## src/design/swm_pkg.sv

```systemverilog
// package of the single-wire write master: timing, mode fields and carriers
// assumes a 200 MHz system clock; counts are derived from times in ns
`default_nettype none
package swm_pkg;
    // ***************************************
    // timing
    // ***************************************
    localparam int CLK_NS       = 5;
    localparam int T_RST_NS     = 480000;  // reset low time, least
    localparam int T_PRES_NS    = 70000;   // release to presence sample
    localparam int T_RSTREC_NS  = 410000;  // rest of presence window
    localparam int T_SLOT_NS    = 60000;   // write slot, least
    localparam int T_W1_NS      = 6000;    // low time of a one
    localparam int T_REC_NS     = 5000;    // recovery between slots
    localparam int RST_CYC      = (T_RST_NS + CLK_NS - 1) / CLK_NS;
    localparam int PRES_CYC     = T_PRES_NS / CLK_NS;
    localparam int RSTREC_CYC   = (T_RSTREC_NS + CLK_NS - 1) / CLK_NS;
    localparam int SLOT_CYC     = (T_SLOT_NS + CLK_NS - 1) / CLK_NS;
    localparam int W1_CYC       = (T_W1_NS + CLK_NS - 1) / CLK_NS;
    localparam int REC_CYC      = (T_REC_NS + CLK_NS - 1) / CLK_NS;
    localparam int CNT_W        = 17;

    // ***************************************
    // mode and array layout
    // ***************************************
    localparam int MODE_PRE_BIT  = 0;
    localparam int MODE_POST_BIT = 1;
    localparam int MODE_BIT_BIT  = 2;
    localparam int ARR_DEPTH     = 16;
    localparam int IDX_W         = 4;
    localparam int LIM_W         = 5;
    localparam logic [LIM_W-1:0] ARR_FULL = 5'h10;

    typedef struct packed {
        logic             is_array;   // source is the array store
        logic             has_count;  // explicit element count given
        logic [LIM_W-1:0] count;      // elements to send when has_count
        logic [7:0]       data;       // plain item value
        logic             last;       // final item of the list
    } swm_item_t;

    typedef enum logic [2:0] {
        S_IDLE, S_RST_LOW, S_RST_WAIT, S_RST_REC, S_FETCH, S_SLOT_LOW, S_SLOT_REL
    } swm_state_t;
endpackage
`default_nettype wire

```

## src/design/swm_write_master.sv

```systemverilog
// single-wire bus write master: reset/presence, byte or bit write slots
// assumes one clock, an external pull-up on the line, slaves on the far side
`default_nettype none
module swm_write_master #(
    parameter int RST_CYCLES    = swm_pkg::RST_CYC,
    parameter int PRES_CYCLES   = swm_pkg::PRES_CYC,
    parameter int RSTREC_CYCLES = swm_pkg::RSTREC_CYC,
    parameter int SLOT_CYCLES   = swm_pkg::SLOT_CYC,
    parameter int W1_CYCLES     = swm_pkg::W1_CYC,
    parameter int REC_CYCLES    = swm_pkg::REC_CYC
) (
    // clock and reset
    input  wire logic                        clk,
    input  wire logic                        srst,
    // command
    input  wire logic                        start,
    input  wire logic [2:0]                  mode,
    output var  logic                        busy,
    output var  logic                        done,
    output var  logic                        no_presence,
    // item stream
    input  wire logic                        item_valid,
    input  wire swm_pkg::swm_item_t          item,
    output var  logic                        item_ready,
    // array store write port
    input  wire logic                        arr_wr,
    input  wire logic [swm_pkg::IDX_W-1:0]   arr_idx,
    input  wire logic [7:0]                  arr_data,
    // bus line
    input  wire logic                        dq_in,
    output var  logic                        dq_out,
    output var  logic                        dq_oe_n
);
    import swm_pkg::*;

    localparam logic [CNT_W-1:0] C_RST  = CNT_W'(RST_CYCLES);
    localparam logic [CNT_W-1:0] C_PRES = CNT_W'(PRES_CYCLES);
    localparam logic [CNT_W-1:0] C_RREC = CNT_W'(RSTREC_CYCLES);
    localparam logic [CNT_W-1:0] C_W0   = CNT_W'(SLOT_CYCLES);
    localparam logic [CNT_W-1:0] C_W1   = CNT_W'(W1_CYCLES);
    localparam logic [CNT_W-1:0] C_REC  = CNT_W'(REC_CYCLES);

    // ***************************************
    // array store
    // ***************************************
    logic [7:0] arr [ARR_DEPTH];
    genvar gi;
    generate
        for (gi = 0; gi < ARR_DEPTH; gi++) begin : g_arr
            always_ff @(posedge clk) begin
                if (srst) begin
                    arr[gi] <= 8'h00;
                end else if (arr_wr && arr_idx == IDX_W'(gi)) begin
                    arr[gi] <= arr_data;
                end
            end
        end
    endgenerate

    // ***************************************
    // line input synchroniser
    // ***************************************
    logic dq_meta, dq_sync;
    always_ff @(posedge clk) begin
        if (srst) begin
            dq_meta <= 1'b1;
            dq_sync <= 1'b1;
        end else begin
            dq_meta <= dq_in;
            dq_sync <= dq_meta;
        end
    end

    // ***************************************
    // sequencer
    // ***************************************
    swm_state_t       st, next_st;
    logic [CNT_W-1:0] cnt, next_cnt;
    logic [2:0]       md, next_md;
    logic             post, next_post;     // reset in progress is the closing one
    logic             seen, next_seen;
    logic [7:0]       shreg, next_shreg;
    logic [2:0]       bitcnt, next_bitcnt;
    logic             cur_arr, next_cur_arr;
    logic             cur_last, next_cur_last;
    logic [LIM_W-1:0] elem_idx, next_elem_idx;
    logic [LIM_W-1:0] elem_lim, next_elem_lim;
    logic             next_busy, next_done, next_nop, next_ready, next_oe_n;

    always_comb begin
        next_st       = st;
        next_cnt      = (cnt != '0) ? cnt - CNT_W'(1) : cnt;
        next_md       = md;
        next_post     = post;
        next_seen     = seen;
        next_shreg    = shreg;
        next_bitcnt   = bitcnt;
        next_cur_arr  = cur_arr;
        next_cur_last = cur_last;
        next_elem_idx = elem_idx;
        next_elem_lim = elem_lim;
        next_busy     = busy;
        next_done     = 1'b0;
        next_nop      = no_presence;
        next_ready    = 1'b0;
        next_oe_n     = 1'b1;
        case (st)
            S_IDLE: begin
                if (start) begin
                    next_md   = mode;
                    next_busy = 1'b1;
                    // a byte run leaves the bit counter at 7; clear it before a bit run starts
                    next_bitcnt = 3'd0;
                    next_nop  = 1'b0;
                    next_post = 1'b0;
                    if (mode[MODE_PRE_BIT]) begin
                        next_st   = S_RST_LOW;
                        next_cnt  = C_RST;
                        next_oe_n = 1'b0;
                    end else begin
                        next_st    = S_FETCH;
                        next_ready = 1'b1;
                    end
                end
            end
            S_RST_LOW: begin
                next_oe_n = 1'b0;
                if (cnt == CNT_W'(1)) begin
                    next_oe_n = 1'b1;
                    next_st   = S_RST_WAIT;
                    next_cnt  = C_PRES;
                    next_seen = 1'b0;
                end
            end
            S_RST_WAIT: begin
                if (cnt == CNT_W'(1)) begin
                    next_seen = !dq_sync;
                    next_st   = S_RST_REC;
                    next_cnt  = C_RREC;
                end
            end
            S_RST_REC: begin
                if (cnt == CNT_W'(1)) begin
                    if (!seen) begin
                        next_nop  = 1'b1;
                        next_busy = 1'b0;
                        next_done = 1'b1;
                        next_st   = S_IDLE;
                    end else if (post) begin
                        next_busy = 1'b0;
                        next_done = 1'b1;
                        next_st   = S_IDLE;
                    end else begin
                        next_st    = S_FETCH;
                        next_ready = 1'b1;
                    end
                end
            end
            S_FETCH: begin
                next_ready = 1'b1;
                if (item_valid && item_ready) begin
                    next_ready    = 1'b0;
                    next_cur_arr  = item.is_array;
                    next_cur_last = item.last;
                    next_bitcnt   = 3'd0;
                    next_elem_idx = '0;
                    // no count means the whole array
                    next_elem_lim = item.has_count ? item.count : ARR_FULL;
                    next_shreg    = item.is_array ? arr[0] : item.data;
                    if (item.is_array && item.has_count && item.count == '0) begin
                        next_ready = !item.last;
                        if (item.last) begin
                            next_st = S_IDLE;
                        end
                    end else begin
                        next_st   = S_SLOT_LOW;
                        next_oe_n = 1'b0;
                        next_cnt  = (item.is_array ? arr[0][0] : item.data[0]) ? C_W1 : C_W0;
                    end
                    if (item.is_array && item.has_count && item.count == '0 && item.last) begin
                        if (md[MODE_POST_BIT]) begin
                            next_st   = S_RST_LOW;
                            next_post = 1'b1;
                            next_cnt  = C_RST;
                            next_oe_n = 1'b0;
                        end else begin
                            next_busy = 1'b0;
                            next_done = 1'b1;
                        end
                    end
                end
            end
            S_SLOT_LOW: begin
                next_oe_n = 1'b0;
                if (cnt == CNT_W'(1)) begin
                    next_oe_n = 1'b1;
                    next_st   = S_SLOT_REL;
                    next_cnt  = (shreg[0] ? C_W0 - C_W1 : CNT_W'(0)) + C_REC;
                end
            end
            S_SLOT_REL: begin
                if (cnt == CNT_W'(1)) begin
                    if (!md[MODE_BIT_BIT] && bitcnt != 3'd7) begin
                        next_bitcnt = bitcnt + 3'd1;
                        next_shreg  = {1'b0, shreg[7:1]};
                        next_st     = S_SLOT_LOW;
                        next_oe_n   = 1'b0;
                        next_cnt    = shreg[1] ? C_W1 : C_W0;
                    end else if (cur_arr && elem_idx + LIM_W'(1) < elem_lim) begin
                        next_elem_idx = elem_idx + LIM_W'(1);
                        next_shreg    = arr[IDX_W'(elem_idx + LIM_W'(1))];
                        next_bitcnt   = 3'd0;
                        next_st       = S_SLOT_LOW;
                        next_oe_n     = 1'b0;
                        next_cnt      = arr[IDX_W'(elem_idx + LIM_W'(1))][0] ? C_W1 : C_W0;
                    end else if (!cur_last) begin
                        next_st    = S_FETCH;
                        next_ready = 1'b1;
                    end else if (md[MODE_POST_BIT]) begin
                        next_st   = S_RST_LOW;
                        next_post = 1'b1;
                        next_cnt  = C_RST;
                        next_oe_n = 1'b0;
                    end else begin
                        next_st   = S_IDLE;
                        next_busy = 1'b0;
                        next_done = 1'b1;
                    end
                end
            end
            default: begin
                next_st   = S_IDLE;
                next_busy = 1'b0;
            end
        endcase
    end

    always_ff @(posedge clk) begin
        if (srst) begin
            st          <= S_IDLE;
            cnt         <= '0;
            md          <= 3'h0;
            post        <= 1'b0;
            seen        <= 1'b0;
            shreg       <= 8'h00;
            bitcnt      <= 3'h0;
            cur_arr     <= 1'b0;
            cur_last    <= 1'b0;
            elem_idx    <= '0;
            elem_lim    <= '0;
            busy        <= 1'b0;
            done        <= 1'b0;
            no_presence <= 1'b0;
            item_ready  <= 1'b0;
            dq_oe_n     <= 1'b1;
            dq_out      <= 1'b0;
        end else begin
            st          <= next_st;
            cnt         <= next_cnt;
            md          <= next_md;
            post        <= next_post;
            seen        <= next_seen;
            shreg       <= next_shreg;
            bitcnt      <= next_bitcnt;
            cur_arr     <= next_cur_arr;
            cur_last    <= next_cur_last;
            elem_idx    <= next_elem_idx;
            elem_lim    <= next_elem_lim;
            busy        <= next_busy;
            done        <= next_done;
            no_presence <= next_nop;
            item_ready  <= next_ready;
            dq_oe_n     <= next_oe_n;
            dq_out      <= 1'b0;  // open drain: only ever pulls low
        end
    end
endmodule
`default_nettype wire

```

## config.mk

```make
export PLATFORM = sky130hd
export DESIGN_NAME = swm_write_master
export DESIGN_NICKNAME = d
export VERILOG_FILES = /design/src/design/swm_pkg.sv /design/src/design/swm_write_master.sv
export SDC_FILE = /design/constraint.sdc
export NUM_CORES = 1
export LEC_CHECK = 0
export BUFFER_PORTS_ARGS = -buffer_cell sky130_fd_sc_hd__buf_2
export CORE_MARGIN = 5
export CORE_UTILIZATION = 45
export DETAILED_ROUTE_END_ITERATION = 8
export MAX_ROUTING_LAYER = met4
export SYNTH_ARGS = -nofsm -noshare
export SYNTH_HDL_FRONTEND = slang
export SYNTH_SLANG_ARGS = --single-unit
export TNS_END_PERCENT = 5
```

## constraint.sdc

```tcl
create_clock -name clk -period 8.1 [get_ports clk]
set_clock_uncertainty 0.05 [all_clocks]
set_input_delay 2.43 -clock clk [delete_from_list [all_inputs] [get_ports clk]]
set_output_delay 2.43 -clock clk [all_outputs]
set_load 0.005 [all_outputs]
```

---- After elaboration in Yosys (flattened, before gate mapping) ----
Memories as Yosys holds them, arrays and structs flattened.
Index checks and enable logic that the tools add are counted.
Widths: inputs -> output; s select.
word-level totals
  register bits ........................... 55
  RAM bits ................................ 128
  input port bits ......................... 37
  output and inout bits ................... 6
  word-level logic and storage cells ...... 309
  memories ................................ 1
cells by class
  $add $sub $neg .......................... 4
  $lt $le $gt $ge ......................... 1
  eq/ne operators ......................... 38
  multiplexer cells ....................... 185
  bitwise operators ....................... 17
  reduce and logical (&&, ||, !) cells .... 45
memory list
  name  depth  bits a word  read ports  clocked after memory_dff  wr ports  line                    text
  arr   16     8            2           0                         16        swm_write_master.sv:46  logic [7:0] arr [ARR_DEPTH];
operators by type and width
  operator                count
  $mux 17                 15
  $mux 8                  21
  $mux 1                  106
  $pmux 17 s6             1
  $mux 3                  22
  $mux 14                 4
  $eq 4x4->1 const B      8
  $ne 2x2->1 const B      13
  $mux 5                  5
  $logic_and 1x1->1       22
  $pmux 3 s7              1
  $eq 17x1->1 const B     1
  $reduce_bool 17->1      1
  $sub 17x1->17 const B   1
  $eq 4x3->1 const B      4
  $or 1x1->1              16
  $pmux 8 s2              1
  $add 14x10->15 const B  1
  $pmux 5 s2              1
  $reduce_and 10->1       1
  $reduce_and 5->1        2
  $eq 3x3->1 const B      3
  $ne 3x3->1 const B      3
  $pmux 3 s3              1
  other kinds (25)        36

---- Logic depth before layout (Yosys ltp) ----
Gate-level depths: netlist (run 1).
  word-level depth ........................ 8
  mapped depth ............................ 14
  depth with buffers taken out ............ 11

---- Worst setup path after synthesis (run 1) ----
No wires, ideal clock.
  path kind ............................... input-to-reg
  from .................................... input port item[15] (netlist name)
  to ...................................... register cnt[1]
  setup time .............................. 0.058 ns
  arrival time ............................ 4.209 ns
  required time ........................... 7.992 ns
  setup slack ............................. 3.782 ns
  stages on the path ...................... 8
  buffers on the path ..................... 1
  path through ............................ buf_2 nor4bb_1 nand2_1 a31oi_1 nor2b_1 a31oi_1 a31oi_1 o211a_1
between the ends
  word-level cells in the longest chain between the ends .. 7
  elaborated cells between the ends (all ways) .. 8
  those cells by class .................... mux: 5; reduce/logical: 3
ends and longest elaborated chain
  what                                 line                                              text
  from (decl)                          swm_write_master.sv:23                            input wire swm_pkg::swm_item_t item,
  $logic_and 1x1->1 (*) (2 in series)  swm_write_master.sv:170, swm_write_master.sv:180
  $mux 17                              swm_write_master.sv:170                           if (item.is_array && item.has_count && item.count == '0) begin
  $mux 17                              swm_write_master.sv:181                           if (md[MODE_POST_BIT]) begin
  $mux 17 (*)                          swm_write_master.sv:180                           if (item.is_array && item.has_count && item.count == '0 && item.last) begin
  $mux 17 (*)                          swm_write_master.sv:161                           if (item_valid && item_ready) begin
  $pmux 17 s6 (*)                      swm_write_master.sv:107                           case (st)
  to (signal assigned)                 swm_write_master.sv:259                           cnt <= next_cnt;
  to (decl)                            swm_write_master.sv:78                            logic [CNT_W-1:0] cnt, next_cnt;
Every way passes the cells marked *; elsewhere a longest branch is shown, timed or not.
A chain may end at the register's enable or synchronous reset.

---- Worst setup path in the final report (run 1) ----
Ends and elaborated chain as after synthesis.

==> results of run 1 <==
-- per-layer routing --
metal / global-route usage, % / vias up / wire [um]
li1: - / 3293 / -
met1: 26.0 / 3329 / 10500
met2: 33.2 / 154 / 11900
met3: 3.35 / 23 / 941
met4: 5.41 / 0 / 406
met5: - / - / 0
-- power breakdown --
part           internal [W]  switching, W  leakage [nW]  total [W]
Clock              0.000415      0.000414         0.283   0.000829
Combinational      0.000265      0.000394          1.76   0.000659
Sequential          0.00108     0.0000612          1.67    0.00114
-- sequential cells by signal, summed over array words and instances, names as in the netlist, 2 cells and up --
signal and cells:
elem_lim 5, arr 128, st 3, elem_idx 5, cnt 17, md 2, shreg 8, bitcnt 3
-- synth_stat cells, types with 12 or more instances --
cell / n / area share (%)
clkbuf_1: 42 / 1.6
nand3_1: 24 / 1.2
o21bai_1: 13 / 1.0
mux2i_1: 32 / 3.3
dfxtp_1: 54 / 11
o21ai_0: 22 / 1.1
nand2_1: 55 / 2.1
edfxtp_1: 128 / 39
nor2b_1: 16 / 1.0
inv_1: 12 / 0.46
mux4_2: 32 / 7.4
a211oi_1: 17 / 1.3
nor3_1: 22 / 1.1
nor2_1: 50 / 1.9
a21oi_1: 57 / 2.9
and2_1: 135 / 8.7
-- cell type report --
cell class	instances	area [um2]	share of cell area (%)
sequential	182	4930	46.0
multi-input combinational	628	4530	42.3
clock buffer	18	429	4.00
tap	275	344	3.21
timing repair buffer	51	280	2.62
clock inverter	14	156	1.46
inverter	13	48.8	0.455
-- worst min-delay path by stage --
| stage | startpoint | end | slack [ns] | depth (start not counted) |
|---|---|---|---|---|
| floorplan | dq_meta | dq_sync | 0.34 | 1 |
| global placement | dq_meta | dq_sync | 0.35 | 1 |
| detailed placement | dq_meta | dq_sync | 0.35 | 1 |
| CTS | dq_meta | dq_sync | 0.37 | 1 |
| global route | dq_meta | dq_sync | 0.38 | 1 |
| finish | dq_meta | dq_sync | 0.37 | 1 |
-- worst max-delay path, stage by stage --
cell and delay (ns):
buf_2 0.26, nor4bb_1 0.50, nand2_1 0.26, a31oi_1 0.48, nor2b_1 0.23, a31oi_1 0.08
a31oi_1 0.34, o211a_1 0.20
-- cell families (layout without fill, tap and decap cells) --
kind of cell / after synthesis / after routing / share of synthesized area [%]
adder cells (fa/ha/maj): 9 / 9 / 1.16
AND/OR/NAND/NOR: 355 / 355 / 20.1
AO/OA/AOI/OAI: 183 / 183 / 12.9
multiplexers: 67 / 67 / 11.0
flip-flops: 182 / 182 / 50.6
XOR/XNOR: 13 / 13 / 1.17
other: 1 / 1 / 0.0385
buffers and inverters: 71 / 96 / 2.98
-- stage by stage --
stage                     hold WS, ns  worst slack, ns  utilization (%)  cell area, um2  cells
after CTS                       0.373             3.65             50.7           10700   1181
after floorplan                 0.339             3.78                -            9740    881
final                           0.368             3.63             50.7           10700   1181
after global placement          0.349             3.33             47.9           10100   1149
after global routing            0.382             3.37             50.7           10700   1181
after detailed placement        0.352             3.21             47.9           10100   1149
==> impl_metrics.ini, run 1 <==
[outcome]
status = completed

[power_and_ir_drop]
ir_drop_mv = 0.111
power_density_nw_per_um2 = 245
leakage_nw = 3.71
power_w = 0.00263

[setup_path]
path_max_fanout = 10
critPathCaptureType = flop
cp.required_ns = 8.43
startpoint_type = input port
worstSetupPathType = input port to flop
r2r-start = elem_idx[0]
crit_start = item[15]
endpoint = cnt[1]
reg2reg_depth = 12
ff2ff_setup_slack_ns = 3.72
cp.arrival_ns = 4.80
reg2reg_to = shreg[5]

[sta]
hold_viol = 0
finalCriticalPeriod_ns = 4.47
slew_headroom_pct = 39.5
tns_ns = 0
rsz0062_at_grt = no
max_slew.worst_pin.slew_ns = 0.905
drv_slew = 0
setup_viol = 0
max_freq_ghz = 0.224
fin_crit_sh_pct = 55.2

[placed_design]
place_congestion = 0.918
io_buffers = 41
dp_hpwl_um = 16500

[grt]
grt_max_degree = 62
antenna_found_initial = 0
grtUsageTotal_pct = 20.1
grt_pass1_vias = 6532
gr-total-overflow = 0
grt_pass1_wl_um = 37300

[clocking]
cts_tree = done
insertion_delay_ns = 0.44
cts_buffers = 17
path_clk_slew_ns = 0.08
root_buffer = clkbuf_16
clk_path_buf_depth = 2
holdBufCountCts = 0
cts-htree-levels = 4
cts_setup_buffers = 0
cts_sinks = 182
cts_resized = 0

[floorplan]
die_h_um = 157
initial_core_util_pct = 46.0
coreArea_um2 = 21200
core.rowCount = 53
ios = 43
die_w_um = 157
die_area_um2 = 24700

[cells_and_area]
layout_commonest_cell = and2_1
drive_gt1_share_pct = 15.7
fill_cells = 1900
syn_to_final_growth_pct = 10.0
diodes = 0
final_cell_mix = 135 x and2_1, 128 x edfxtp_1, 57 x a21oi_1
nets = 939

[route]
dr.pass1.iters = 5
first_iter_violations = 455
final_antenna_net_count = 0
wire_per_inst_um = 20.1
drt_wl_total_um = 23800
vias = 6799
routed_via_density = 5.76
drc = 0

[synth]
synth_nets = 927
synth.distinct_cells = 70
syn_inst = 881
syn_area_um2 = 9740
yosysWarnings = 0
synth-async-reset-ratio_pct = 0
synth_edf_count = 128
seq_area_frac_synth_pct = 50.6
synth_seq_cells = 182
synth.avg_cell_area_um2 = 11.1
synth_ff_type = edfxtp_1

[hold_path]
min_path_type = flop to flop

[flow_run]
maxCapViolations = 0
Note: power is estimated with default switching activity, not from simulation.
==> run 2: changes to the inputs <==
==> constraint.sdc (replaced) <==
create_clock -name clk -period 4.61 [get_ports clk]
set_clock_uncertainty 0.05 [all_clocks]
set_input_delay 1.383 -clock clk [delete_from_list [all_inputs] [get_ports clk]]
set_output_delay 1.383 -clock clk [all_outputs]
set_load 0.005 [all_outputs]
==> run 2 against run 1 <==
Compared with the run above:
- worst setup slack worse by 2.4 ns
- worst hold slack worse by 0.0024 ns
- clock power up 75%
- critical path depth unchanged
- clock-buffer cell count down 1
- non-clock buffer count up 3
- sequential power up 76%
- via count about the same
- flip-flop and latch count unchanged
==> impl_metrics.ini, run 2 (synthesis results as in run 1) <==
[outcome]
status = completed

[hold_path]
worstHoldPathCells = 1
min_path_type = flop to flop

[power_and_ir_drop]
leakage_nw = 3.73
ir_drop_mv = 0.212
power_density_nw_per_um2 = 430

[cells_and_area]
largest_reg_flops = 128
syn_to_final_growth_pct = 10.2
final_util_pct = 50.7
largest-register = arr
layout_commonest_cell = and2_1
nets = 942
drive_gt1_share_pct = 16.0
reg_top3 = arr (128), cnt (17), shreg (8)
diodes = 0
final_cell_mix = 135 x and2_1, 128 x edfxtp_1, 57 x a21oi_1

[sta]
rsz0062_at_grt = no
setup_viol = 0
drv_slew = 0
fin_hold_ws_ns = 0.365
slew_headroom_pct = 34.3
fin_crit_sh_pct = 74.3
max_slew.worst_pin.slew_ns = 0.985
tns_ns = 0
hold_viol = 0
finalCriticalPeriod_ns = 3.43
max_freq_ghz = 0.292

[setup_path]
cp.depth = 8
crit_chain = buf_2, nor4bb_1, nand2_1, a31oi_1, nor2b_1, a31oi_1, a31oi_1, o211a_1
cp.required_ns = 4.95
max_stage_delay_ns = 0.54
cp.arrival_ns = 3.77
startpoint_type = input port
critPathCaptureType = flop
critPathBufInv = 1
cp_common_cell = a31oi_1
ff2ff_setup_slack_ns = 1.30
path_max_fanout = 10
slowest_stage = nor4bb_1
reg2reg_depth = 12
critPathTopFamily = compound AO/OA/AOI/OAI gates
worstSetupPathType = input port to flop

[route]
dr.pass1.iters = 5
routed_via_density = 5.75
wire_per_inst_um = 20.2
drc = 0
final_antenna_net_count = 0
vias = 6797
first_iter_violations = 571
drt_wl_total_um = 23900

[placed_design]
place_congestion = 0.965
io_buffers = 41
dp_hpwl_um = 16900

[grt]
antenna_found_initial = 0
grt_max_degree = 53
grtUsageTotal_pct = 20.6
grt_pass1_vias = 6860
gr-total-overflow = 0
grt_pass1_wl_um = 38400

[clocking]
cts_setup_buffers = 0
cts_buffers = 17
clk_path_buf_depth = 2
insertion_delay_ns = 0.44
holdBufCountCts = 0
cts_tree = done
cts-htree-levels = 4
root_buffer = clkbuf_16
cts_sinks = 182
path_clk_slew_ns = 0.08
cts_resized = 0

[flow_run]
maxCapViolations = 0

[floorplan]
core.rowCount = 53
die_area_um2 = 24700
die_w_um = 157
ios = 43
die_h_um = 157
coreArea_um2 = 21200
initial_core_util_pct = 46.0
-- run 2: changes by cell type in the layout (fill, tap and decap cells not counted) --
| cell | before | now |
|---|---|---|
| buf_4 | 10 | 13 |
| clkbuf_1 | 1 | 0 |
| clkinv_4 | 3 | 2 |
| inv_6 | 2 | 3 |
-- run 2: metrics by stage --
| step | cell area (um2) | cells | setup slack, ns | power [W] |
|---|---|---|---|---|
| after floorplan | 9740 | 881 | 0.833 | 0.00291 |
| after global placement | 10200 | 1152 | 0.824 | 0.00320 |
| after detailed placement | 10200 | 1152 | 0.739 | 0.00320 |
| after CTS | 10700 | 1183 | 1.20 | 0.00464 |
| after global routing | 10700 | 1183 | 1.01 | 0.00488 |
| final | 10700 | 1183 | 1.18 | 0.00462 |
-- run 2: final cells by class --
class / count / area, um2
sequential: 182 / 4930
multi-input combinational: 628 / 4530
clock buffer: 17 / 425
clock inverter: 14 / 156
fill: 1902 / 10400
tap: 275 / 344
inverter: 13 / 48.8
timing repair buffer: 54 / 303
-- run 2: path summary, 6_finish.rpt --
check / from / to
worst min-delay path: dq_meta / dq_sync
worst max-delay path: item[15] / cnt[1]
worst max register to register: elem_idx[1] / shreg[6]
worst min register to register: dq_meta / dq_sync
-- run 2: report_power, final --
part	internal, W	leakage (nW)	switching [W]	total (W)
clock network	0.000726	0.282	0.000727	0.00145
registers	0.00190	1.67	0.000114	0.00201
logic	0.000466	1.78	0.000688	0.00115
total	0.00309	3.73	0.00153	0.00462
-- run 2: metal layers --
metal	vias up	share of wire, %	global-route usage [%]
met5	-	0	-
met2	174	50	33.5
met3	37	4.9	3.79
met1	3291	43	26.3
li1	3295	-	-
met4	0	2.3	6.64
